## src/rtl/rcf_pkg.sv

```systemverilog
// rcf_pkg: constants shared by both ends of the remote response framer.
// assumes: byte-wide serial stream between module end and host end.
package rcf_pkg;
	localparam logic [7:0] DELIM = 8'h7E;
	localparam logic [7:0] TYPE_RESP = 8'h97;
	localparam logic [7:0] CSUM_BASE = 8'hFF;
	localparam logic [7:0] RSV_HI = 8'hFF;
	localparam logic [7:0] RSV_LO = 8'hFE;
	localparam logic [3:0] ST_OK = 4'h0;
	localparam logic [3:0] ST_ERROR = 4'h1;
	localparam logic [3:0] ST_BAD_CMD = 4'h2;
	localparam logic [3:0] ST_BAD_PARAM = 4'h3;
	localparam logic [7:0] FLAG_RSSI_BAD = 8'h40;
	localparam logic [7:0] FLAG_REMOTE = 8'h80;
	localparam int OFS_TYPE = 3;
	localparam int OFS_ID = 4;
	localparam int OFS_ADDR = 5;
	localparam int OFS_RSV = 13;
	localparam int OFS_CMD = 15;
	localparam int OFS_STATUS = 17;
	localparam int OFS_DATA = 18;
	// fixed bytes from type through status
	localparam logic [15:0] HDR_LEN = 16'h000F;
	localparam int MAX_DATA = 8;
	// host register offsets
	localparam logic [7:0] REG_CTRL = 8'h00;
	localparam logic [7:0] REG_STAT = 8'h04;
	localparam logic [7:0] REG_MASK = 8'h08;
	localparam logic [7:0] REG_ADDR_HI = 8'h0C;
	localparam logic [7:0] REG_ADDR_LO = 8'h10;
	localparam logic [7:0] REG_CMD = 8'h14;
	localparam logic [7:0] REG_PARAM = 8'h18;
	localparam logic [7:0] REG_RX_INFO = 8'h1C;
	localparam logic [7:0] REG_RX_DATA = 8'h20;
	localparam logic [7:0] REG_RX_SRC_HI = 8'h24;
	localparam logic [7:0] REG_RX_SRC_LO = 8'h28;
	localparam logic [31:0] CTRL_RST = 32'h0000_0000;
	localparam logic [2:0] IRQ_RESET = 3'h0;
	// request option bit that applies changes at once
	localparam int OPT_APPLY_BIT = 1;
	localparam logic [15:0] CMD_APPLY = 16'h4143;
	localparam logic [15:0] CMD_SAVE = 16'h5752;
	localparam logic [15:0] CMD_SOFT_RESET = 16'h4652;
	localparam logic [15:0] CMD_SERIAL_RATE = 16'h4244;
	localparam logic [15:0] CMD_NODE_DISC = 16'h4E44;
	localparam logic [15:0] CMD_SERIAL_LOW = 16'h534C;
	localparam logic [31:0] SERIAL_RATE_RST = 32'h0000_0003;

	function automatic logic [7:0] csum_of(input logic [7:0] sum);
		return CSUM_BASE - sum;
	endfunction : csum_of
endpackage : rcf_pkg

```

## src/rtl/rcf_link_if.sv

```systemverilog
// rcf_link_if: byte stream from module end to host end.
// assumes: both ends share core_clk; valid held until ready.
`timescale 1ns/1ps
interface rcf_link_if;
	logic [7:0] data;
	logic valid;
	logic ready;
	modport dev (output data, output valid, input ready);
	modport host (input data, input valid, output ready);
endinterface : rcf_link_if

```

## src/rtl/rcf_host.sv

```systemverilog
// rcf_host: host end, parses response frames, APB register view.
// assumes: link driven by rcf_dev on the same clock.
//
// Decided for this implementation: the APB interface to the registers and the register offsets.
`timescale 1ns/1ps
module rcf_host (
	// clock and reset
	input wire logic core_clk,
	input wire logic sys_rst,
	// apb slave
	input wire logic psel,
	input wire logic penable,
	input wire logic pwrite,
	input wire logic [7:0] paddr,
	input wire logic [31:0] pwdata,
	output logic [31:0] prdata,
	output logic pready,
	output logic pslverr,
	output logic irq,
	// request out to the module
	output logic req_valid,
	output logic [7:0] req_frame_id,
	output logic [63:0] req_dst_addr,
	output logic [7:0] req_options,
	output logic [15:0] req_cmd,
	output logic [31:0] req_param,
	// serial link
	rcf_link_if.host link
);
	typedef enum logic [2:0] {H_DELIM, H_LEN_HI, H_LEN_LO, H_BODY,
		H_CSUM} rcf_hstate_e;
	rcf_hstate_e st_r;
	logic [15:0] len_r;
	logic [15:0] cnt_r;
	logic [7:0] sum_r;
	logic [2:0] stat_r;
	logic [2:0] mask_r;
	logic [2:0] ev_w;
	logic [7:0] info_id_r;
	logic [7:0] info_status_r;
	logic [15:0] info_cmd_r;
	logic [31:0] info_data_r;
	logic [63:0] info_src_r;
	logic [31:0] ctrl_r;
	logic wr_w;
	logic rd_w;
	logic good_w;

	assign wr_w = psel && penable && pwrite && pready;
	assign rd_w = psel && !penable;
	assign good_w = (st_r == H_CSUM) && link.valid
		&& (rcf_pkg::csum_of(sum_r) == link.data);
	// events: good frame, bad checksum, frame with zero id
	assign ev_w[0] = good_w;
	assign ev_w[1] = (st_r == H_CSUM) && link.valid && !good_w;
	assign ev_w[2] = good_w && info_id_r == 8'h00;

	always_ff @(posedge core_clk) begin
		if (sys_rst) link.ready <= 1'b0;
		else link.ready <= 1'b1;
	end

	// frame parser, re-arms after each frame
	always_ff @(posedge core_clk) begin
		if (sys_rst) begin
			st_r <= H_DELIM;
			len_r <= 16'h0;
			cnt_r <= 16'h0;
			sum_r <= 8'h00;
			info_id_r <= 8'h00;
			info_status_r <= 8'h00;
			info_cmd_r <= 16'h0;
			info_data_r <= 32'h0;
			info_src_r <= 64'h0;
		end else if (link.valid && link.ready) begin
			unique case (st_r)
				H_DELIM: if (link.data == rcf_pkg::DELIM) st_r <= H_LEN_HI;
				H_LEN_HI: begin
					len_r[15:8] <= link.data;
					st_r <= H_LEN_LO;
				end
				H_LEN_LO: begin
					len_r[7:0] <= link.data;
					cnt_r <= 16'h0;
					sum_r <= 8'h00;
					info_data_r <= 32'h0;
					st_r <= H_BODY;
				end
				H_BODY: begin
					sum_r <= sum_r + link.data;
					// reserved 13-14 deliberately ignored
					if (cnt_r == 16'd1) info_id_r <= link.data;
					if (cnt_r >= 16'd2 && cnt_r <= 16'd9)
						info_src_r <= {info_src_r[55:0], link.data};
					if (cnt_r == 16'd12 || cnt_r == 16'd13)
						info_cmd_r <= {info_cmd_r[7:0], link.data};
					if (cnt_r == 16'd14) info_status_r <= link.data;
					if (cnt_r >= 16'd15)
						info_data_r <= {info_data_r[23:0], link.data};
					cnt_r <= cnt_r + 16'h0001;
					if (cnt_r + 16'h0001 == len_r) st_r <= H_CSUM;
				end
				H_CSUM: st_r <= H_DELIM;
				default: st_r <= H_DELIM;
			endcase
		end
	end

	// sticky status, set wins over write-one clear
	always_ff @(posedge core_clk) begin
		if (sys_rst) stat_r <= rcf_pkg::IRQ_RESET;
		else if (wr_w && paddr == rcf_pkg::REG_STAT)
			stat_r <= (stat_r & ~pwdata[2:0]) | ev_w;
		else stat_r <= stat_r | ev_w;
	end

	always_ff @(posedge core_clk) begin
		if (sys_rst) irq <= 1'b0;
		// a set mask bit hides its status bit
		else irq <= |(stat_r & ~mask_r);
	end

	// control and request registers
	always_ff @(posedge core_clk) begin
		if (sys_rst) begin
			ctrl_r <= rcf_pkg::CTRL_RST;
			mask_r <= rcf_pkg::IRQ_RESET;
			req_dst_addr <= 64'h0;
			req_cmd <= 16'h0;
			req_param <= 32'h0;
			req_valid <= 1'b0;
			req_frame_id <= 8'h00;
			req_options <= 8'h00;
		end else begin
			req_valid <= 1'b0;
			if (wr_w) begin
				unique case (paddr)
					rcf_pkg::REG_MASK: mask_r <= pwdata[2:0];
					rcf_pkg::REG_ADDR_HI: req_dst_addr[63:32] <= pwdata;
					rcf_pkg::REG_ADDR_LO: req_dst_addr[31:0] <= pwdata;
					rcf_pkg::REG_CMD: req_cmd <= pwdata[15:0];
					rcf_pkg::REG_PARAM: req_param <= pwdata;
					rcf_pkg::REG_CTRL: begin
						ctrl_r <= pwdata;
						req_frame_id <= pwdata[15:8];
						req_options <= pwdata[7:0];
						// broadcast destination refused
						req_valid <= pwdata[16]
							&& req_dst_addr != 64'h0000_0000_0000_FFFF;
					end
					default: ;
				endcase
			end
		end
	end

	// apb: no wait states, read data latched in setup
	always_ff @(posedge core_clk) begin
		if (sys_rst) begin
			prdata <= 32'h0;
			pready <= 1'b0;
			pslverr <= 1'b0;
		end else begin
			pready <= psel && !penable;
			pslverr <= psel && !penable && paddr > rcf_pkg::REG_RX_SRC_LO;
			if (rd_w) begin
				unique case (paddr)
					rcf_pkg::REG_CTRL: prdata <= ctrl_r & 32'h0000_FFFF;
					rcf_pkg::REG_STAT: prdata <= {29'h0, stat_r};
					rcf_pkg::REG_MASK: prdata <= {29'h0, mask_r};
					rcf_pkg::REG_ADDR_HI: prdata <= req_dst_addr[63:32];
					rcf_pkg::REG_ADDR_LO: prdata <= req_dst_addr[31:0];
					rcf_pkg::REG_CMD: prdata <= {16'h0, req_cmd};
					rcf_pkg::REG_PARAM: prdata <= req_param;
					rcf_pkg::REG_RX_INFO:
						prdata <= {info_id_r, info_status_r, info_cmd_r};
					rcf_pkg::REG_RX_DATA: prdata <= info_data_r;
					rcf_pkg::REG_RX_SRC_HI: prdata <= info_src_r[63:32];
					rcf_pkg::REG_RX_SRC_LO: prdata <= info_src_r[31:0];
					default: prdata <= 32'h0;
				endcase
			end
		end
	end
endmodule : rcf_host

```

## src/flat_wrapper.sv

```systemverilog
// flat-port wrapper written by rule: the top's interface ports become plain ports
module rcf_host_flat 
  (core_clk, sys_rst, psel, penable, pwrite, paddr, pwdata, prdata, pready, pslverr, irq, req_valid, req_frame_id, req_dst_addr, req_options, req_cmd, req_param, link_data, link_valid, link_ready);
  rcf_link_if link_i ();
  input wire logic core_clk;
  input wire logic sys_rst;
  input wire logic psel;
  input wire logic penable;
  input wire logic pwrite;
  input wire logic [7:0] paddr;
  input wire logic [31:0] pwdata;
  output logic [31:0] prdata;
  output logic pready;
  output logic pslverr;
  output logic irq;
  output logic req_valid;
  output logic [7:0] req_frame_id;
  output logic [63:0] req_dst_addr;
  output logic [7:0] req_options;
  output logic [15:0] req_cmd;
  output logic [31:0] req_param;
  input wire logic [$bits(link_i.data)-1:0] link_data;
  input wire logic [$bits(link_i.valid)-1:0] link_valid;
  output wire logic [$bits(link_i.ready)-1:0] link_ready;
  assign link_i.data = link_data;
  assign link_i.valid = link_valid;
  assign link_ready = link_i.ready;
  rcf_host u_core (.core_clk(core_clk), .sys_rst(sys_rst), .psel(psel), .penable(penable), .pwrite(pwrite), .paddr(paddr), .pwdata(pwdata), .prdata(prdata), .pready(pready), .pslverr(pslverr), .irq(irq), .req_valid(req_valid), .req_frame_id(req_frame_id), .req_dst_addr(req_dst_addr), .req_options(req_options), .req_cmd(req_cmd), .req_param(req_param), .link(link_i));
endmodule
```

## config.mk

```make
export PLATFORM = sky130hd
export DESIGN_NAME = rcf_host_flat
export DESIGN_NICKNAME = d
export VERILOG_FILES = /design/src/rtl/rcf_pkg.sv /design/src/rtl/rcf_link_if.sv /design/src/rtl/rcf_host.sv /design/src/flat_wrapper.sv
export SDC_FILE = /design/constraint.sdc
export NUM_CORES = 1
export LEC_CHECK = 0
export ABC_AREA = 1
export ABC_CLOCK_PERIOD_IN_PS = 3630
export BUFFER_PORTS_ARGS = -buffer_cell sky130_fd_sc_hd__buf_2
export CORE_MARGIN = 2
export CORE_UTILIZATION = 35
export CTS_CLUSTER_DIAMETER = 80
export DETAILED_ROUTE_END_ITERATION = 12
export GPL_TIMING_DRIVEN = 0
export PLACE_DENSITY = 0.64
export SETUP_SLACK_MARGIN = 0.2
export SLEW_MARGIN = 30
export SYNTH_ARGS = -nofsm -noshare
export SYNTH_HDL_FRONTEND = slang
export SYNTH_SLANG_ARGS = --single-unit
```

## constraint.sdc

```tcl
create_clock -name core_clk -period 3.63 [get_ports core_clk]
set_input_delay 0.726 -clock core_clk [delete_from_list [all_inputs] [get_ports core_clk]]
set_output_delay 0.726 -clock core_clk [all_outputs]
set_load 0.1 [all_outputs]
```

==> load_flow_metrics.sql <==
INSERT INTO impl_metrics (metric_group, metric, value, unit) VALUES
('min_path', 'timing.hold.worst.class', 'primary input to flop', ''),
('critical_path', 'cpPeakStageDelay', '0.43', 'ns'),
('grt', 'grt-busiest-layer', 'met2', ''),
('critical_path', 'cp_slowest_cell', 'sky130_fd_sc_hd__nand2_1', ''),
('final_layout', 'layout_common_cells', '342 x sky130_fd_sc_hd__dfxtp_1, 339 x sky130_fd_sc_hd__a21oi_1, 295 x sky130_fd_sc_hd__nand2_1', ''),
('pwr', 'power.ir.vdd_worst', '0.248', 'mV'),
('sta', 'timing.final.crit_share', '0.738', ''),
('yosys', 'ys_ff_latch', '342', ''),
('critical_path', 'crit_fanout', '10', ''),
('yosys', 'yosysUniqueCellTypes', '43', ''),
('clock_tree', 'cts.hold.buffers_added', '0', ''),
('grt', 'grtUsageMet1', '0.383', ''),
('clock_tree', 'clock_path_buffers', '3', ''),
('clock_tree', 'cts_htree_levels', '2', ''),
('yosys', 'muxShareOfSynthArea', '0', ''),
('detailed_routing', 'routed_via_density', '5.65', ''),
('status', 'status', 'finished clean', ''),
('sta', 'finalHoldViolCount', '0', ''),
('placed_design', 'placedInstanceArea', '16500', 'um2'),
('yosys', 'syn_area', '14700', 'um2'),
('sta', 'grt_setup_unrepaired', 'no', ''),
('critical_path', 'startpoint_type', 'primary input', ''),
('grt', 'grt_antenna_before_repair', '2', ''),
('final_layout', 'n_fill_cell', '4278', ''),
('final_layout', 'layout.cells.most_common', 'sky130_fd_sc_hd__dfxtp_1', ''),
('floorplanning', 'placeableCoreArea', '41800', 'um2'),
('yosys', 'synth_sequential_area_ratio', '0.465', ''),
('detailed_routing', 'route.detailed.drc', '0', ''),
('clock_tree', 'cts_root_buffer', 'sky130_fd_sc_hd__clkbuf_16', ''),
('clock_tree', 'clock_pin_slew_of_the_registers_on_the_worst_case_setup_and_hold_paths', '0.06', 'ns'),
('sta', 'clock-skew-final', '0.0188', 'ns'),
('yosys', 'synth_simple_gate_area_frac', '0.171', ''),
('yosys', 'synth-compound-area-share', '0.252', ''),
('clock_tree', 'tritoncts.num_buffers', '38', ''),
('flow_run', 'timing.max_cap.violations', '0', ''),
('critical_path', 'timing.critical_path.to_type', 'flop', ''),
('clock_tree', 'tritoncts_clock_tree', 'done', ''),
('grt', 'grt_util_met2', '0.395', ''),
('floorplanning', 'floorplan.die.height', '209', 'um'),
('yosys', 'yosysWarnings', '0', ''),
('critical_path', 'critical_path_arrival', '3.15', 'ns'),
('sta', 'final_period_minus_worst_setup_slack', '2.68', 'ns'),
('clock_tree', 'post_cts_resize_count', '0', ''),
('yosys', 'syn_area_per_cell', '7.37', 'um2'),
('critical_path', 'worst_path_most_repeated_cell', 'sky130_fd_sc_hd__nand2_1', ''),
('yosys', 'yosys.area_share.xor_xnor', '0.00628', ''),
('sta', 'finalSetupViolations', '0', ''),
('sta', 'final.setup.tns', '0', 'ns'),
('final_layout', 'stdcell_area', '17800', 'um2'),
('clock_tree', 'cts_setup_buffers', '0', ''),
('critical_path', 'worstPathCellList', 'buf_2 > nor2_1 > nand2_1 > nor2_1 > nand2_1 > inv_1 > buf_2 > nand2_1 > o2111ai_1 > o21ai_0 > a21oi_1', ''),
('floorplanning', 'die_w', '209', 'um'),
('placed_design', 'buffer_ports.inserted', '217', ''),
('final_layout', 'area_growth', '20.8', '%'),
('sta', 'worstMarginPinSlew', '1.02', 'ns'),
('sta', 'hold-worst-slack', '0.464', 'ns'),
('sta', 'fmax', '0.373', 'GHz'),
('grt', 'first_global_vias', '14600', ''),
('yosys', 'synth-edff-count', '0', ''),
('detailed_routing', 'detail_route.wl_per_cell', '21.3', 'um'),
('yosys', 'synth_cells', '1999', ''),
('critical_path', 'critical_path_required', '4.10', 'ns'),
('yosys', 'post_synth_fa_ha_maj_area_fraction', '0.0115', ''),
('clock_tree', 'insertion_delay', '0.55', 'ns'),
('detailed_routing', 'drtIter0Drc', '2249', ''),
('yosys', 'synth_ff_type', 'sky130_fd_sc_hd__dfxtp_1', ''),
('grt', 'grt_start_max_net_pins', '15', ''),
('floorplanning', 'initial_utilization', '0.353', ''),
('pwr', 'leakage_power', '7.05', 'nW'),
('sta', 'timing_max_transition_violations_final', '0', ''),
('floorplanning', 'design.die.area', '43800', 'um2');
layout make-up:
type	instances	area (um2)	area share
diodes	1	2.50	0.000141
multi-input cells	1301	6500	0.365
clock buffers	51	1090	0.0613
clock inverters	17	218	0.0122
repair buffers	217	1090	0.0610
well taps	539	674	0.0379
plain buffers	122	512	0.0287
inverters	234	878	0.0493
flip-flops and latches	342	6850	0.384
through the flow:
stage	setup WS (ns)	total power, mW	utilization	std cells
floorplan	1.21	3.95	-	1999
detailed placement	0.536	4.09	0.395	2755
finish	0.951	8.09	0.426	2824
CTS	1.11	8.09	0.426	2823
global placement	0.541	4.09	0.395	2755
global route	0.712	8.27	0.426	2824
synthesized netlist by cell type, types with 2 or more instances:
library cell / count / area [um2]
sky130_fd_sc_hd__a211oi_1: 22 / 165
sky130_fd_sc_hd__a21oi_1: 339 / 1700
sky130_fd_sc_hd__a221oi_1: 17 / 149
sky130_fd_sc_hd__buf_1: 2 / 7.51
sky130_fd_sc_hd__buf_2: 21 / 105
sky130_fd_sc_hd__buf_4: 7 / 52.6
sky130_fd_sc_hd__clkbuf_1: 91 / 342
sky130_fd_sc_hd__clkinv_1: 2 / 7.51
sky130_fd_sc_hd__dfxtp_1: 342 / 6850
sky130_fd_sc_hd__ha_1: 12 / 150
sky130_fd_sc_hd__inv_1: 226 / 848
sky130_fd_sc_hd__inv_2: 6 / 22.5
sky130_fd_sc_hd__nand2_1: 295 / 1110
sky130_fd_sc_hd__nand3_1: 109 / 546
sky130_fd_sc_hd__nand3b_1: 6 / 45.0
sky130_fd_sc_hd__nand4_1: 20 / 125
sky130_fd_sc_hd__nor2_1: 134 / 503
sky130_fd_sc_hd__nor2_2: 4 / 25.0
sky130_fd_sc_hd__nor3_1: 6 / 30.0
sky130_fd_sc_hd__nor4_1: 12 / 75.1
sky130_fd_sc_hd__o2111ai_1: 5 / 43.8
sky130_fd_sc_hd__o211ai_1: 4 / 30.0
sky130_fd_sc_hd__o21ai_0: 179 / 896
sky130_fd_sc_hd__o21ai_1: 56 / 280
sky130_fd_sc_hd__o221ai_1: 9 / 78.8
sky130_fd_sc_hd__o22ai_1: 44 / 275
sky130_fd_sc_hd__o311ai_0: 2 / 17.5
sky130_fd_sc_hd__o31ai_1: 6 / 45.0
sky130_fd_sc_hd__xnor2_1: 2 / 17.5
sky130_fd_sc_hd__xor2_1: 6 / 52.6
report_power, final:
| part | switching [mW] | leakage (nW) | internal [mW] |
|---|---|---|---|
| clock | 1.66 | 0.645 | 2.41 |
| sequential | 0.00173 | 2.75 | 3.75 |
| combinational | 0.205 | 3.65 | 0.0536 |
| total | 1.87 | 7.05 | 6.22 |
routing by layer:
layer  routed length [um]  up-vias
met2                25400      970
met4                 2380        0
met5                    0        -
li1                     -     7285
met1                26100     7565
met3                 6220      139
final timing paths:
| kind | from | to | slack [ns] | cells past startpoint |
|---|---|---|---|---|
| worst max-delay path | paddr[7] | u_core.prdata[20] | 0.95 | 11 |
| worst min-delay path | pwdata[28] | u_core.req_dst_addr[28] | 0.46 | 3 |
| worst max register to register | u_core.st_r[2] | u_core.info_src_r[62] | 1.16 | 9 |
| worst min register to register | u_core.sum_r[4] | u_core.sum_r[4] | 0.46 | 2 |
worst max-delay path, delay by kind of cell:
family	cells	cell delay (ns)
compound gates	3	0.51
buf+inv	3	0.84
simple gates	5	1.07
logic make-up after synthesis:
| family | Yosys count |
|---|---|
| AOI/OAI and AO/OA | 688 |
| and+or+nand+nor | 591 |
| buffers and inverters | 356 |
| DFF | 342 |
| adders and majority gates | 13 |
| xor gates and xnor gates | 9 |
sequential cells by signal, indices dropped and copies added, names as in the netlist, 8 cells and up:
| signal | count |
|---|---|
| u_core.info_src_r | 64 |
| u_core.req_dst_addr | 64 |
| u_core.info_data_r | 32 |
| u_core.prdata | 32 |
| u_core.req_param | 32 |
| u_core.cnt_r | 16 |
| u_core.info_cmd_r | 16 |
| u_core.len_r | 16 |
| u_core.req_cmd | 16 |
| u_core.info_id_r | 8 |
| u_core.info_status_r | 8 |
| u_core.req_frame_id | 8 |
| u_core.sum_r | 8 |
No activity file was read; power rests on OpenSTA's default activity.
